<file path="src/core/ocr_pkg.sv">
// Package with option-byte layout, register map and stabilization counts.
package ocr_pkg;

  // Layout of the second option byte.
  localparam int unsigned OPT_PKG_BIT     = 7;
  localparam int unsigned OPT_RSTLEN_BIT  = 6;
  localparam int unsigned OPT_SRC_HI      = 5;
  localparam int unsigned OPT_SRC_LO      = 4;
  localparam int unsigned OPT_RANGE_HI    = 3;
  localparam int unsigned OPT_RANGE_LO    = 1;
  localparam int unsigned OPT_PLLOFF_BIT  = 0;

  // Erased nonvolatile cells read as all ones.
  localparam logic [7:0] OPT_BLANK        = 8'hff;

  // Package select and clock source codes.
  localparam logic       PKG_32PIN        = 1'b0;
  localparam logic [1:0] SRC_RESONATOR    = 2'h0;
  localparam logic [1:0] SRC_EXTERNAL     = 2'h3;

  // Frequency bands of the range field.
  localparam logic [2:0] RANGE_1_2MHZ     = 3'h0;
  localparam logic [2:0] RANGE_2_4MHZ     = 3'h1;
  localparam logic [2:0] RANGE_4_8MHZ     = 3'h2;
  localparam logic [2:0] RANGE_8_16MHZ    = 3'h3;

  // Stabilization lengths in CPU clock cycles; the CPU clock is clk_sys_i.
  localparam int unsigned STAB_LONG_CYC   = 4096;
  localparam int unsigned STAB_SHORT_CYC  = 256;
  localparam int unsigned STAB_CNT_W      = 13;
  localparam logic [12:0] STAB_LONG_LOAD  = 13'(STAB_LONG_CYC - 1);
  localparam logic [12:0] STAB_SHORT_LOAD = 13'(STAB_SHORT_CYC - 1);

  // Pad organisation and the unbonded pads of each package variant.
  localparam int unsigned PADS_PER_PORT   = 8;
  localparam int unsigned NUM_PORTS       = 4;
  localparam int unsigned NUM_PADS        = PADS_PER_PORT * NUM_PORTS;
  localparam logic [31:0] UNBONDED_32PIN  = 32'hff00_0000;
  localparam logic [31:0] UNBONDED_OTHER  = 32'h0000_0000;

  // AHB register byte offsets.
  localparam logic [7:0] REG_CFG_OFS      = 8'h00;
  localparam logic [7:0] REG_CTRL_OFS     = 8'h04;
  localparam logic [7:0] REG_PADPU_OFS    = 8'h08;
  localparam logic [7:0] REG_STATUS_OFS   = 8'h0c;

  // Bit positions in the read-only configuration register.
  localparam int unsigned CFG_PKG_BIT     = 0;
  localparam int unsigned CFG_SRC_LO      = 1;
  localparam int unsigned CFG_RANGE_LO    = 3;
  localparam int unsigned CFG_PLLEN_BIT   = 6;
  localparam int unsigned CFG_SHORT_BIT   = 7;
  localparam int unsigned CFG_RSVSRC_BIT  = 8;
  localparam int unsigned CFG_PLLBAD_BIT  = 9;

  // Control and status bit positions.
  localparam int unsigned CTRL_HALT_BIT   = 0;
  localparam int unsigned STS_RUN_BIT     = 0;
  localparam int unsigned STS_HALT_BIT    = 1;
  localparam int unsigned STS_STAB_BIT    = 2;

  // Sequencer states.
  typedef enum logic [1:0] {
    ST_SAMPLE,
    ST_STAB,
    ST_RUN,
    ST_HALT
  } ocr_state_e;

endpackage : ocr_pkg

</file>
<file path="src/core/ocr_stab_counter.sv">
// Stabilization cycle counter: runs 4096 or 256 cycles and then pulses done.
module ocr_stab_counter (
  input  wire logic clk_sys_i,
  input  wire logic rst_b_i,
  input  wire logic start_i,
  input  wire logic long_i,
  output logic      busy_o,
  output logic      done_o
);

  typedef struct packed {
    logic        busy;
    logic        done;
    logic [12:0] cnt;
  } ocr_cnt_s;

  ocr_cnt_s r_reg;
  ocr_cnt_s r_next;

  // Load the chosen length on start, count down, pulse done after the last cycle.
  always_comb
  begin
    r_next      = r_reg;
    r_next.done = 1'b0;
    if (start_i)
    begin
      r_next.busy = 1'b1;
      r_next.cnt  = long_i ? ocr_pkg::STAB_LONG_LOAD : ocr_pkg::STAB_SHORT_LOAD; // RULE_04
    end
    else if (r_reg.busy)
    begin
      if (r_reg.cnt == 13'h0)
      begin
        r_next.busy = 1'b0;
        r_next.done = 1'b1;
      end
      else
      begin
        r_next.cnt = r_reg.cnt - 13'h1;
      end
    end
  end

  // State register.
  always_ff @(posedge clk_sys_i or negedge rst_b_i)
  begin
    if (!rst_b_i)
    begin
      r_reg <= '0;
    end
    else
    begin
      r_reg <= r_next;
    end
  end

  assign busy_o = r_reg.busy;
  assign done_o = r_reg.done;

  a_short_length: assert property (@(posedge clk_sys_i) disable iff (!rst_b_i) // RULE_04
    start_i && !long_i |-> ##257 done_o)
    else $error("short stabilization did not end after 256 cycles");

  a_done_after_busy: assert property (@(posedge clk_sys_i) disable iff (!rst_b_i)
    done_o |-> $past(busy_o) && !busy_o)
    else $error("done pulse without a preceding busy phase");

  a_busy_holds: assert property (@(posedge clk_sys_i) disable iff (!rst_b_i) // RULE_04
    start_i |=> busy_o [*8])
    else $error("counter stopped early after start");

endmodule // ocr_stab_counter

</file>
<file path="src/core/ocr_option_clock_reset_config.sv">
// Option-byte decoder and reset/halt-exit stabilization sequencer with AHB-Lite registers.
//
// Functional notes
// RULE_01: Bit 7 of the option byte selects the package, and zero means the 32-pin package.
// RULE_02: Every port has eight pads, and unbonded pads leave reset as inputs with pull-up.
// RULE_03: Software should leave the unbonded pad setup alone, since changing it costs current.
// RULE_04: Bit 6 sets the stabilization length: zero gives 4096 cycles, one gives 256 cycles.
// RULE_05: The chosen stabilization length is applied after reset and again on leaving halt.
// RULE_06: The 4096-cycle setting is advised whenever a resonator drives the clock.
// RULE_07: Bits 5:4 select the clock source: 00 resonator, 11 external, 01 and 10 reserved.
// RULE_08: With a resonator, bits 3:1 pick the oscillator current for bands from 1 to 16 MHz.
// RULE_09: Without a resonator, bits 3:1 report the normal operating frequency band instead.
// RULE_10: Bit 0 low enables the times-two clock multiplier, and bit 0 high bypasses it.
// RULE_11: The multiplier should only be enabled when the range field selects 2 to 4 MHz.
// RULE_12: Option bytes have no bus address, are written only by a programmer, and erased read ones.
// RULE_13: The option fields are sampled once after reset and held stable until the next reset.
//
// The placing of the registers and the AHB-Lite interface to the registers were decided locally.
module ocr_option_clock_reset_config (
  input  wire logic        clk_sys_i,
  input  wire logic        rst_b_i,
  input  wire logic [7:0]  option_byte_i,
  input  wire logic        wake_i,
  input  wire logic        hsel_i,
  input  wire logic [31:0] haddr_i,
  input  wire logic [1:0]  htrans_i,
  input  wire logic        hwrite_i,
  input  wire logic [2:0]  hsize_i,
  input  wire logic [31:0] hwdata_i,
  input  wire logic        hready_i,
  output logic             hreadyout_o,
  output logic             hresp_o,
  output logic [31:0]      hrdata_o,
  output logic             cpu_run_o,
  output logic             halted_o,
  output logic             package_select_bit_o,
  output logic             pkg_32pin_o,
  output logic             reset_length_select_o,
  output logic [1:0]       clock_source_type_o,
  output logic [2:0]       oscillator_range_select_o,
  output logic             osc_current_en_o,
  output logic [2:0]       osc_current_sel_o,
  output logic [2:0]       op_freq_range_o,
  output logic             pll_en_o,
  output logic [31:0]      pad_pullup_o
);

  typedef struct packed {
    ocr_pkg::ocr_state_e st;
    logic                pkg_bit;
    logic                rst_len;
    logic [1:0]          src;
    logic [2:0]          range;
    logic                cur_en;
    logic [2:0]          cur_sel;
    logic [2:0]          op_range;
    logic                pll_en;
    logic                halt_req;
    logic [31:0]         pad_pu;
    logic                cpu_run;
    logic                halted;
    logic                pkg32;
    logic                stab_start;
    logic                a_wr;
    logic [7:0]          a_addr;
    logic                ready;
    logic [31:0]         rdata;
  } ocr_core_s;

  ocr_core_s   r_reg;
  ocr_core_s   r_next;
  logic        stab_busy;
  logic        stab_done;
  logic        resonator;
  logic        addr_phase;
  logic [31:0] rd_mux;

  assign resonator  = (option_byte_i[ocr_pkg::OPT_SRC_HI:ocr_pkg::OPT_SRC_LO]
                       == ocr_pkg::SRC_RESONATOR);
  assign addr_phase = hsel_i && hready_i && htrans_i[1];

  // The counter is shared by the reset phase and by every halt exit.
  ocr_stab_counter u_stab (
    .clk_sys_i (clk_sys_i),
    .rst_b_i   (rst_b_i),
    .start_i   (r_reg.stab_start),
    .long_i    (!r_reg.rst_len),
    .busy_o    (stab_busy),
    .done_o    (stab_done)
  );

  // Read mux: the decoded option values are visible, the raw byte has no address.
  always_comb
  begin
    rd_mux = 32'h0;
    case (haddr_i[7:0])
      ocr_pkg::REG_CFG_OFS:
      begin
        rd_mux[ocr_pkg::CFG_PKG_BIT]                         = r_reg.pkg_bit;
        rd_mux[ocr_pkg::CFG_SRC_LO +: 2]                     = r_reg.src;
        rd_mux[ocr_pkg::CFG_RANGE_LO +: 3]                   = r_reg.range;
        rd_mux[ocr_pkg::CFG_PLLEN_BIT]                       = r_reg.pll_en;
        rd_mux[ocr_pkg::CFG_SHORT_BIT]                       = r_reg.rst_len;
        rd_mux[ocr_pkg::CFG_RSVSRC_BIT]                      = (r_reg.src == 2'h1) ||
                                                               (r_reg.src == 2'h2); // RULE_07
        rd_mux[ocr_pkg::CFG_PLLBAD_BIT]                      = r_reg.pll_en &&
                                             (r_reg.range != ocr_pkg::RANGE_2_4MHZ); // RULE_11
      end
      ocr_pkg::REG_CTRL_OFS:   rd_mux[ocr_pkg::CTRL_HALT_BIT] = r_reg.halt_req;
      ocr_pkg::REG_PADPU_OFS:  rd_mux = r_reg.pad_pu;
      ocr_pkg::REG_STATUS_OFS:
      begin
        rd_mux[ocr_pkg::STS_RUN_BIT]  = r_reg.cpu_run;
        rd_mux[ocr_pkg::STS_HALT_BIT] = r_reg.halted;
        rd_mux[ocr_pkg::STS_STAB_BIT] = stab_busy;
      end
      default: rd_mux = 32'h0;
    endcase
  end

  // Sequencer, option capture and bus slave.
  always_comb
  begin
    r_next            = r_reg;
    r_next.stab_start = 1'b0;
    r_next.ready      = 1'b1;
    r_next.rdata      = 32'h0;
    r_next.a_wr       = 1'b0;
    case (r_reg.st)
      ocr_pkg::ST_SAMPLE:
      begin
        // One capture at reset release; the fields never load again. // RULE_13
        r_next.pkg_bit    = option_byte_i[ocr_pkg::OPT_PKG_BIT]; // RULE_01
        r_next.rst_len    = option_byte_i[ocr_pkg::OPT_RSTLEN_BIT]; // RULE_04
        r_next.src        = option_byte_i[ocr_pkg::OPT_SRC_HI:ocr_pkg::OPT_SRC_LO]; // RULE_07
        r_next.range      = option_byte_i[ocr_pkg::OPT_RANGE_HI:ocr_pkg::OPT_RANGE_LO];
        r_next.cur_en     = resonator; // RULE_08
        r_next.cur_sel    = resonator ? r_next.range : 3'h0; // RULE_08
        r_next.op_range   = resonator ? 3'h0 : r_next.range; // RULE_09
        r_next.pll_en     = !option_byte_i[ocr_pkg::OPT_PLLOFF_BIT]; // RULE_10
        r_next.pkg32      = (r_next.pkg_bit == ocr_pkg::PKG_32PIN); // RULE_01
        r_next.pad_pu     = (r_next.pkg_bit == ocr_pkg::PKG_32PIN) ?
                            ocr_pkg::UNBONDED_32PIN : ocr_pkg::UNBONDED_OTHER; // RULE_02
        r_next.stab_start = 1'b1; // RULE_05
        r_next.st         = ocr_pkg::ST_STAB;
      end
      ocr_pkg::ST_STAB:
      begin
        if (stab_done)
        begin
          r_next.cpu_run = 1'b1;
          r_next.st      = ocr_pkg::ST_RUN;
        end
      end
      ocr_pkg::ST_RUN:
      begin
        if (r_reg.halt_req)
        begin
          r_next.halt_req = 1'b0;
          r_next.cpu_run  = 1'b0;
          r_next.halted   = 1'b1;
          r_next.st       = ocr_pkg::ST_HALT;
        end
      end
      ocr_pkg::ST_HALT:
      begin
        if (wake_i)
        begin
          r_next.halted     = 1'b0;
          r_next.stab_start = 1'b1; // RULE_05
          r_next.st         = ocr_pkg::ST_STAB;
        end
      end
      default: r_next.st = ocr_pkg::ST_SAMPLE;
    endcase
    // Address phase: latch the target and present read data for a zero-wait answer.
    if (addr_phase)
    begin
      r_next.a_wr   = hwrite_i;
      r_next.a_addr = haddr_i[7:0];
      if (!hwrite_i)
      begin
        r_next.rdata = rd_mux;
      end
    end
    // Data phase write; a new halt request wins over the clear by the sequencer.
    if (r_reg.a_wr)
    begin
      case (r_reg.a_addr)
        ocr_pkg::REG_CTRL_OFS:
        begin
          if (hwdata_i[ocr_pkg::CTRL_HALT_BIT])
          begin
            r_next.halt_req = 1'b1;
          end
        end
        // Writable, but changing unbonded pads only adds current. // RULE_03
        ocr_pkg::REG_PADPU_OFS: r_next.pad_pu = hwdata_i;
        // Other offsets ignore the write; a new address phase latched above must survive.
        default:
        begin
        end
      endcase
    end
  end

  // State register; erased-byte decode stands until the capture. // RULE_12
  always_ff @(posedge clk_sys_i or negedge rst_b_i)
  begin
    if (!rst_b_i)
    begin
      r_reg          <= '0;
      r_reg.st       <= ocr_pkg::ST_SAMPLE;
      r_reg.pkg_bit  <= ocr_pkg::OPT_BLANK[ocr_pkg::OPT_PKG_BIT];
      r_reg.rst_len  <= ocr_pkg::OPT_BLANK[ocr_pkg::OPT_RSTLEN_BIT];
      r_reg.src      <= ocr_pkg::OPT_BLANK[ocr_pkg::OPT_SRC_HI:ocr_pkg::OPT_SRC_LO];
      r_reg.range    <= ocr_pkg::OPT_BLANK[ocr_pkg::OPT_RANGE_HI:ocr_pkg::OPT_RANGE_LO];
      r_reg.op_range <= ocr_pkg::OPT_BLANK[ocr_pkg::OPT_RANGE_HI:ocr_pkg::OPT_RANGE_LO];
      r_reg.ready    <= 1'b1;
    end
    else
    begin
      r_reg <= r_next;
    end
  end

  // Outputs, each straight from the state register except hresp_o, which is tied to zero.
  assign hreadyout_o               = r_reg.ready;
  assign hresp_o                   = 1'b0;
  assign hrdata_o                  = r_reg.rdata;
  assign cpu_run_o                 = r_reg.cpu_run;
  assign halted_o                  = r_reg.halted;
  assign package_select_bit_o      = r_reg.pkg_bit;
  assign pkg_32pin_o               = r_reg.pkg32;
  assign reset_length_select_o     = r_reg.rst_len;
  assign clock_source_type_o       = r_reg.src;
  assign oscillator_range_select_o = r_reg.range;
  assign osc_current_en_o          = r_reg.cur_en;
  assign osc_current_sel_o         = r_reg.cur_sel;
  assign op_freq_range_o           = r_reg.op_range;
  assign pll_en_o                  = r_reg.pll_en;

  // One pull-up enable per pad.
  for (genvar g = 0; g < ocr_pkg::NUM_PADS; g++)
  begin : g_pad
    assign pad_pullup_o[g] = r_reg.pad_pu[g];
  end

  // Helper: length of each stabilization phase as seen by the sequencer.
  logic [12:0] h_len;
  always_ff @(posedge clk_sys_i or negedge rst_b_i)
  begin
    if (!rst_b_i)
    begin
      h_len <= 13'h0;
    end
    else if (r_reg.stab_start)
    begin
      h_len <= 13'h0;
    end
    else if (stab_busy)
    begin
      h_len <= h_len + 13'h1;
    end
  end

  a_stab_length: assert property (@(posedge clk_sys_i) disable iff (!rst_b_i) // RULE_05
    stab_done |-> h_len == (r_reg.rst_len ? 13'd256 : 13'd4096))
    else $error("stabilization length does not match the option bit");

  a_capture_decode: assert property (@(posedge clk_sys_i) disable iff (!rst_b_i) // RULE_10
    $past(r_reg.st) == ocr_pkg::ST_SAMPLE && r_reg.st == ocr_pkg::ST_STAB |->
      pll_en_o == !$past(option_byte_i[0]) &&
      pkg_32pin_o == !$past(option_byte_i[7]))
    else $error("option fields decoded wrongly at capture");

  a_range_route: assert property (@(posedge clk_sys_i) disable iff (!rst_b_i) // RULE_09
    r_reg.st != ocr_pkg::ST_SAMPLE && clock_source_type_o != 2'h0 |->
      !osc_current_en_o && op_freq_range_o == oscillator_range_select_o)
    else $error("range field not routed to operating band");

  a_fields_held: assert property (@(posedge clk_sys_i) disable iff (!rst_b_i) // RULE_13
    r_reg.st != ocr_pkg::ST_SAMPLE |=> $stable(r_reg.src) && $stable(r_reg.range) &&
      $stable(pll_en_o) && $stable(r_reg.rst_len))
    else $error("option fields changed after capture");

  a_halt_wake: assert property (@(posedge clk_sys_i) disable iff (!rst_b_i) // RULE_05
    halted_o && wake_i |=> !cpu_run_o && r_reg.stab_start ##1 stab_busy)
    else $error("halt exit did not restart stabilization");

  a_ahb_okay: assert property (@(posedge clk_sys_i) disable iff (!rst_b_i)
    hreadyout_o && !hresp_o)
    else $error("slave answered with wait or error");

  c_short_boot: cover property (@(posedge clk_sys_i) disable iff (!rst_b_i)
    stab_done && r_reg.rst_len);
  c_long_boot: cover property (@(posedge clk_sys_i) disable iff (!rst_b_i)
    stab_done && !r_reg.rst_len);
  c_halt_exit: cover property (@(posedge clk_sys_i) disable iff (!rst_b_i)
    halted_o && wake_i);

endmodule // ocr_option_clock_reset_config

</file>
<file path="config.mk">
export PLATFORM = sky130hd
export DESIGN_NAME = ocr_option_clock_reset_config
export DESIGN_NICKNAME = d
export VERILOG_FILES = /design/src/core/ocr_pkg.sv /design/src/core/ocr_stab_counter.sv /design/src/core/ocr_option_clock_reset_config.sv
export SDC_FILE = /design/constraint.sdc
export NUM_CORES = 1
export LEC_CHECK = 0
export BUFFER_PORTS_ARGS = -buffer_cell sky130_fd_sc_hd__buf_2
export CAP_MARGIN = 10
export CORE_MARGIN = 5
export CORE_UTILIZATION = 48
export CTS_BUF_LIST = sky130_fd_sc_hd__clkbuf_2
export DETAILED_ROUTE_END_ITERATION = 6
export MAX_ROUTING_LAYER = met4
export PLACE_DENSITY = 0.75
export SYNTH_ARGS = -nofsm -noshare
export SYNTH_HDL_FRONTEND = slang
export SYNTH_SLANG_ARGS = --single-unit
export TNS_END_PERCENT = 20
</file>
<file path="constraint.sdc">
create_clock -name clk_sys_i -period 1.9 [get_ports clk_sys_i]
set_input_delay 0.38 -clock clk_sys_i [delete_from_list [all_inputs] [get_ports clk_sys_i]]
set_output_delay 0.38 -clock clk_sys_i [all_outputs]
set_load 0.01 [all_outputs]
</file>
==> flow_summary.ini <==
[synth]
synth_area_leader_cell = dfrtp_1
synth_seq_cells = 110
postSynthCellCount = 496
ys_seq_area_share_pct = 53.4
yosys_warnings = 0
synth_edf_count = 0
ys_types = 58
avgSynthCellArea_um2 = 10.4
yosys-top-cells-count = dfrtp_1, buf_4, nand2_1
synth_flop_cell = dfrtp_1
synth_top_area_share_pct = 48.3
synth.most_common_cell = dfrtp_1
synthesis.area_um2 = 5180
syn_nets = 586
synthArstFlopShare_pct = 100
synth_area_leaders = dfrtp_1, buf_4, nand2_1

[power]
power.share.combinational_pct = 9.7
swShare_pct = 23.8
p_int_uw = 3200
seqPwrFrac_pct = 59.2
peakVddDrop_mv = 0.344
power_uw = 4210
power.density_nw_per_um2 = 660
cellLeakagePower_uw = 0.00310
p_switching_uw = 1000
clock_power_share_pct = 31.2

[layout]
synthToLayoutAreaGrowth_pct = 23.0
drive_gt1_share_pct = 36.6
fin_nets = 719
fill_cells = 893
insertedDiodeCount = 0
multi_input_area_um2 = 1740
regArea_um2 = 2770

[clocking]
cts_tree = done
cts_root_buf = clkbuf_2
cts.sinks = 110
clkSlewWorstSetupHoldPaths_ps = 290
cts_max_path_buffers = 2
cts_max_level = 3
cts_buffers = 9
clk-insertion-delay-late_ps = 590

[placement]
pre_cts_slack_ps = -74.7
numPortBuffers = 136
dp_hpwl_mm = 8.44
place_congestion = 0.830

[sta]
finalCritPeriodShare_pct = 103
skew_ps = 29.2
rsz0062_at_grt = yes
fmax_ghz = 0.510
fin_crit_ps = 1960
report.final.slew_viol_count = 0
worst_slack_ps = -60.5
setup_viol = 6
finalHoldViolCount = 0

[global_routing]
grt_usage_pct = 19.9
grt_max_degree = 65
grt_pass1_wl_mm = 19.9
grt_pass1_vias = 4036
grt_overflow_total = 0
antenna_found_initial = 0

[route]
drc_errors = 0
wl_per_cell_um = 16.5
drt_iter0_markers = 319
vias_per_cell = 5.06
wirelength_mm = 12.7
vias = 3918
final_antenna_net_count = 0
drt_pass1_iterations = 4

[setup_path]
r2r-end = u_stab.r_reg[10]$_DFFE_PN0P_
cp_max_fo = 4
rrSetupSlack_ps = -60
endpoint = u_stab.r_reg[10]$_DFFE_PN0P_
required_ps = 2390
r2r_start = u_stab.r_reg[1]$_DFFE_PN0P_
startpoint_type = flop
crit_type = flop to flop
worstSetupEndpointType = flop
crit_start = u_stab.r_reg[1]$_DFFE_PN0P_
reg2regPathDepth = 7
arrival_ps = 2450

[floorplanning]
die_x_um = 114
die_y_um = 114
initial_core_util_pct = 48.4
core_um2 = 10700
rows = 38
die_area_um2 = 13000
io_pins = 167

[hold_path]
holdPathStages = 3
min-delay-path-class = primary input to flop

[flow_run]
max-cap-violations = 0

[run_status]
status = finished, violations left
violations = setup timing
## power by group through the flow
stage	combinational (µW)	sequential [µW]	clock, µW
after floorplan	210	2510	0
after global placement	326	2520	0
after detailed placement	333	2530	0
after CTS	397	2490	1340
after global routing	450	2500	1450
final	406	2490	1310
## worst min path at each step
| stage | slack, ps | startpoint | end |
|---|---|---|---|
| 2_1_floorplan | 80 | rst_b_i | cpu_run_o$_DFFE_PN0P_ |
| 3_3_place_gp | 330 | rst_b_i | hrdata_o[25]$_DFF_PN0_ |
| 3_5_place_dp | 340 | rst_b_i | hrdata_o[28]$_DFF_PN0_ |
| 4_1_cts | 3 | option_byte_i[3] | oscillator_range_select_o[2]$_DFFE_PN1P_ |
| 5_1_grt | -0.6 | option_byte_i[4] | clock_source_type_o[0]$_DFFE_PN1P_ |
| 6_report | 40 | option_byte_i[3] | oscillator_range_select_o[2]$_DFFE_PN1P_ |
## final cells by class
class | count | share of cell area [%]
flip-flops and latches | 110 | 43.4
multi-input cells | 276 | 27.3
repair buffers | 217 | 23.2
well taps | 140 | 2.75
clock inverters | 7 | 1.75
inverters | 15 | 0.884
clock buffers | 9 | 0.707
## stage by stage
step / hold WS, ps / instances / setup TNS, ps / utilization, % / cell area (µm²)
2_1_floorplan: 84.4 / 496 / -129 / - / 5180
3_3_place_gp: 334 / 703 / -22.4 / 52.4 / 5600
3_5_place_dp: 339 / 703 / -416 / 52.4 / 5600
4_1_cts: 2.54 / 762 / -97.7 / 58.1 / 6210
5_1_grt: -0.644 / 774 / -778 / 59.6 / 6370
6_report: 39.0 / 774 / -174 / 59.6 / 6370
## cells by family after synthesis
logic type,count (synthesis),synth area share [%]
AOI/OAI and AO/OA,85,9.95
xor gates and xnor gates,3,0.507
adders and majority gates,7,1.69
buffers and inverters,110,14.0
DFF,110,53.4
muxes,21,4.59
other,2,0.145
and+or+nand+nor,158,15.8
## layer usage
layer	vias to the layer above	track usage (%)	wire [µm]
met2	119	33.3	6270
li1	1852	-	-
met4	0	5.54	237
met1	1930	24.8	5480
met3	17	3.98	749
met5	-	-	0
## layout by cell type (no fill, tap or decap), drive strengths merged, types with 8 or more instances in the layout
master | Yosys | final
a21oi | 15 | 15
and2 | 24 | 24
buf | 84 | 170
clkbuf | 11 | 10
dfrtp | 100 | 100
dfstp | 10 | 10
dlygate4sd3 | 0 | 46
inv | 14 | 15
mux2 | 12 | 12
mux2i | 8 | 8
nand2 | 73 | 73
nor2 | 17 | 17
o21ai | 46 | 46
## worst max-delay path, stage by stage (launching register included)
cell and delay (ps):
dfrtp_1 470, inv_2 90, ha_4 110, or4b_4 470, o31ai_4 310, buf_4 170, nor3_1 40, o31a_1 230
## repair_timing
item	4_1_cts	5_1_grt
hold buffers	39	7
endpoints found under the setup margin	10	44
hold endpoints to repair	78	7
gates cloned	0	3
setup buffers	4	2
pin swaps	3	2
gates resized for setup	7	10
Note: power is estimated with default switching activity, not from simulation.
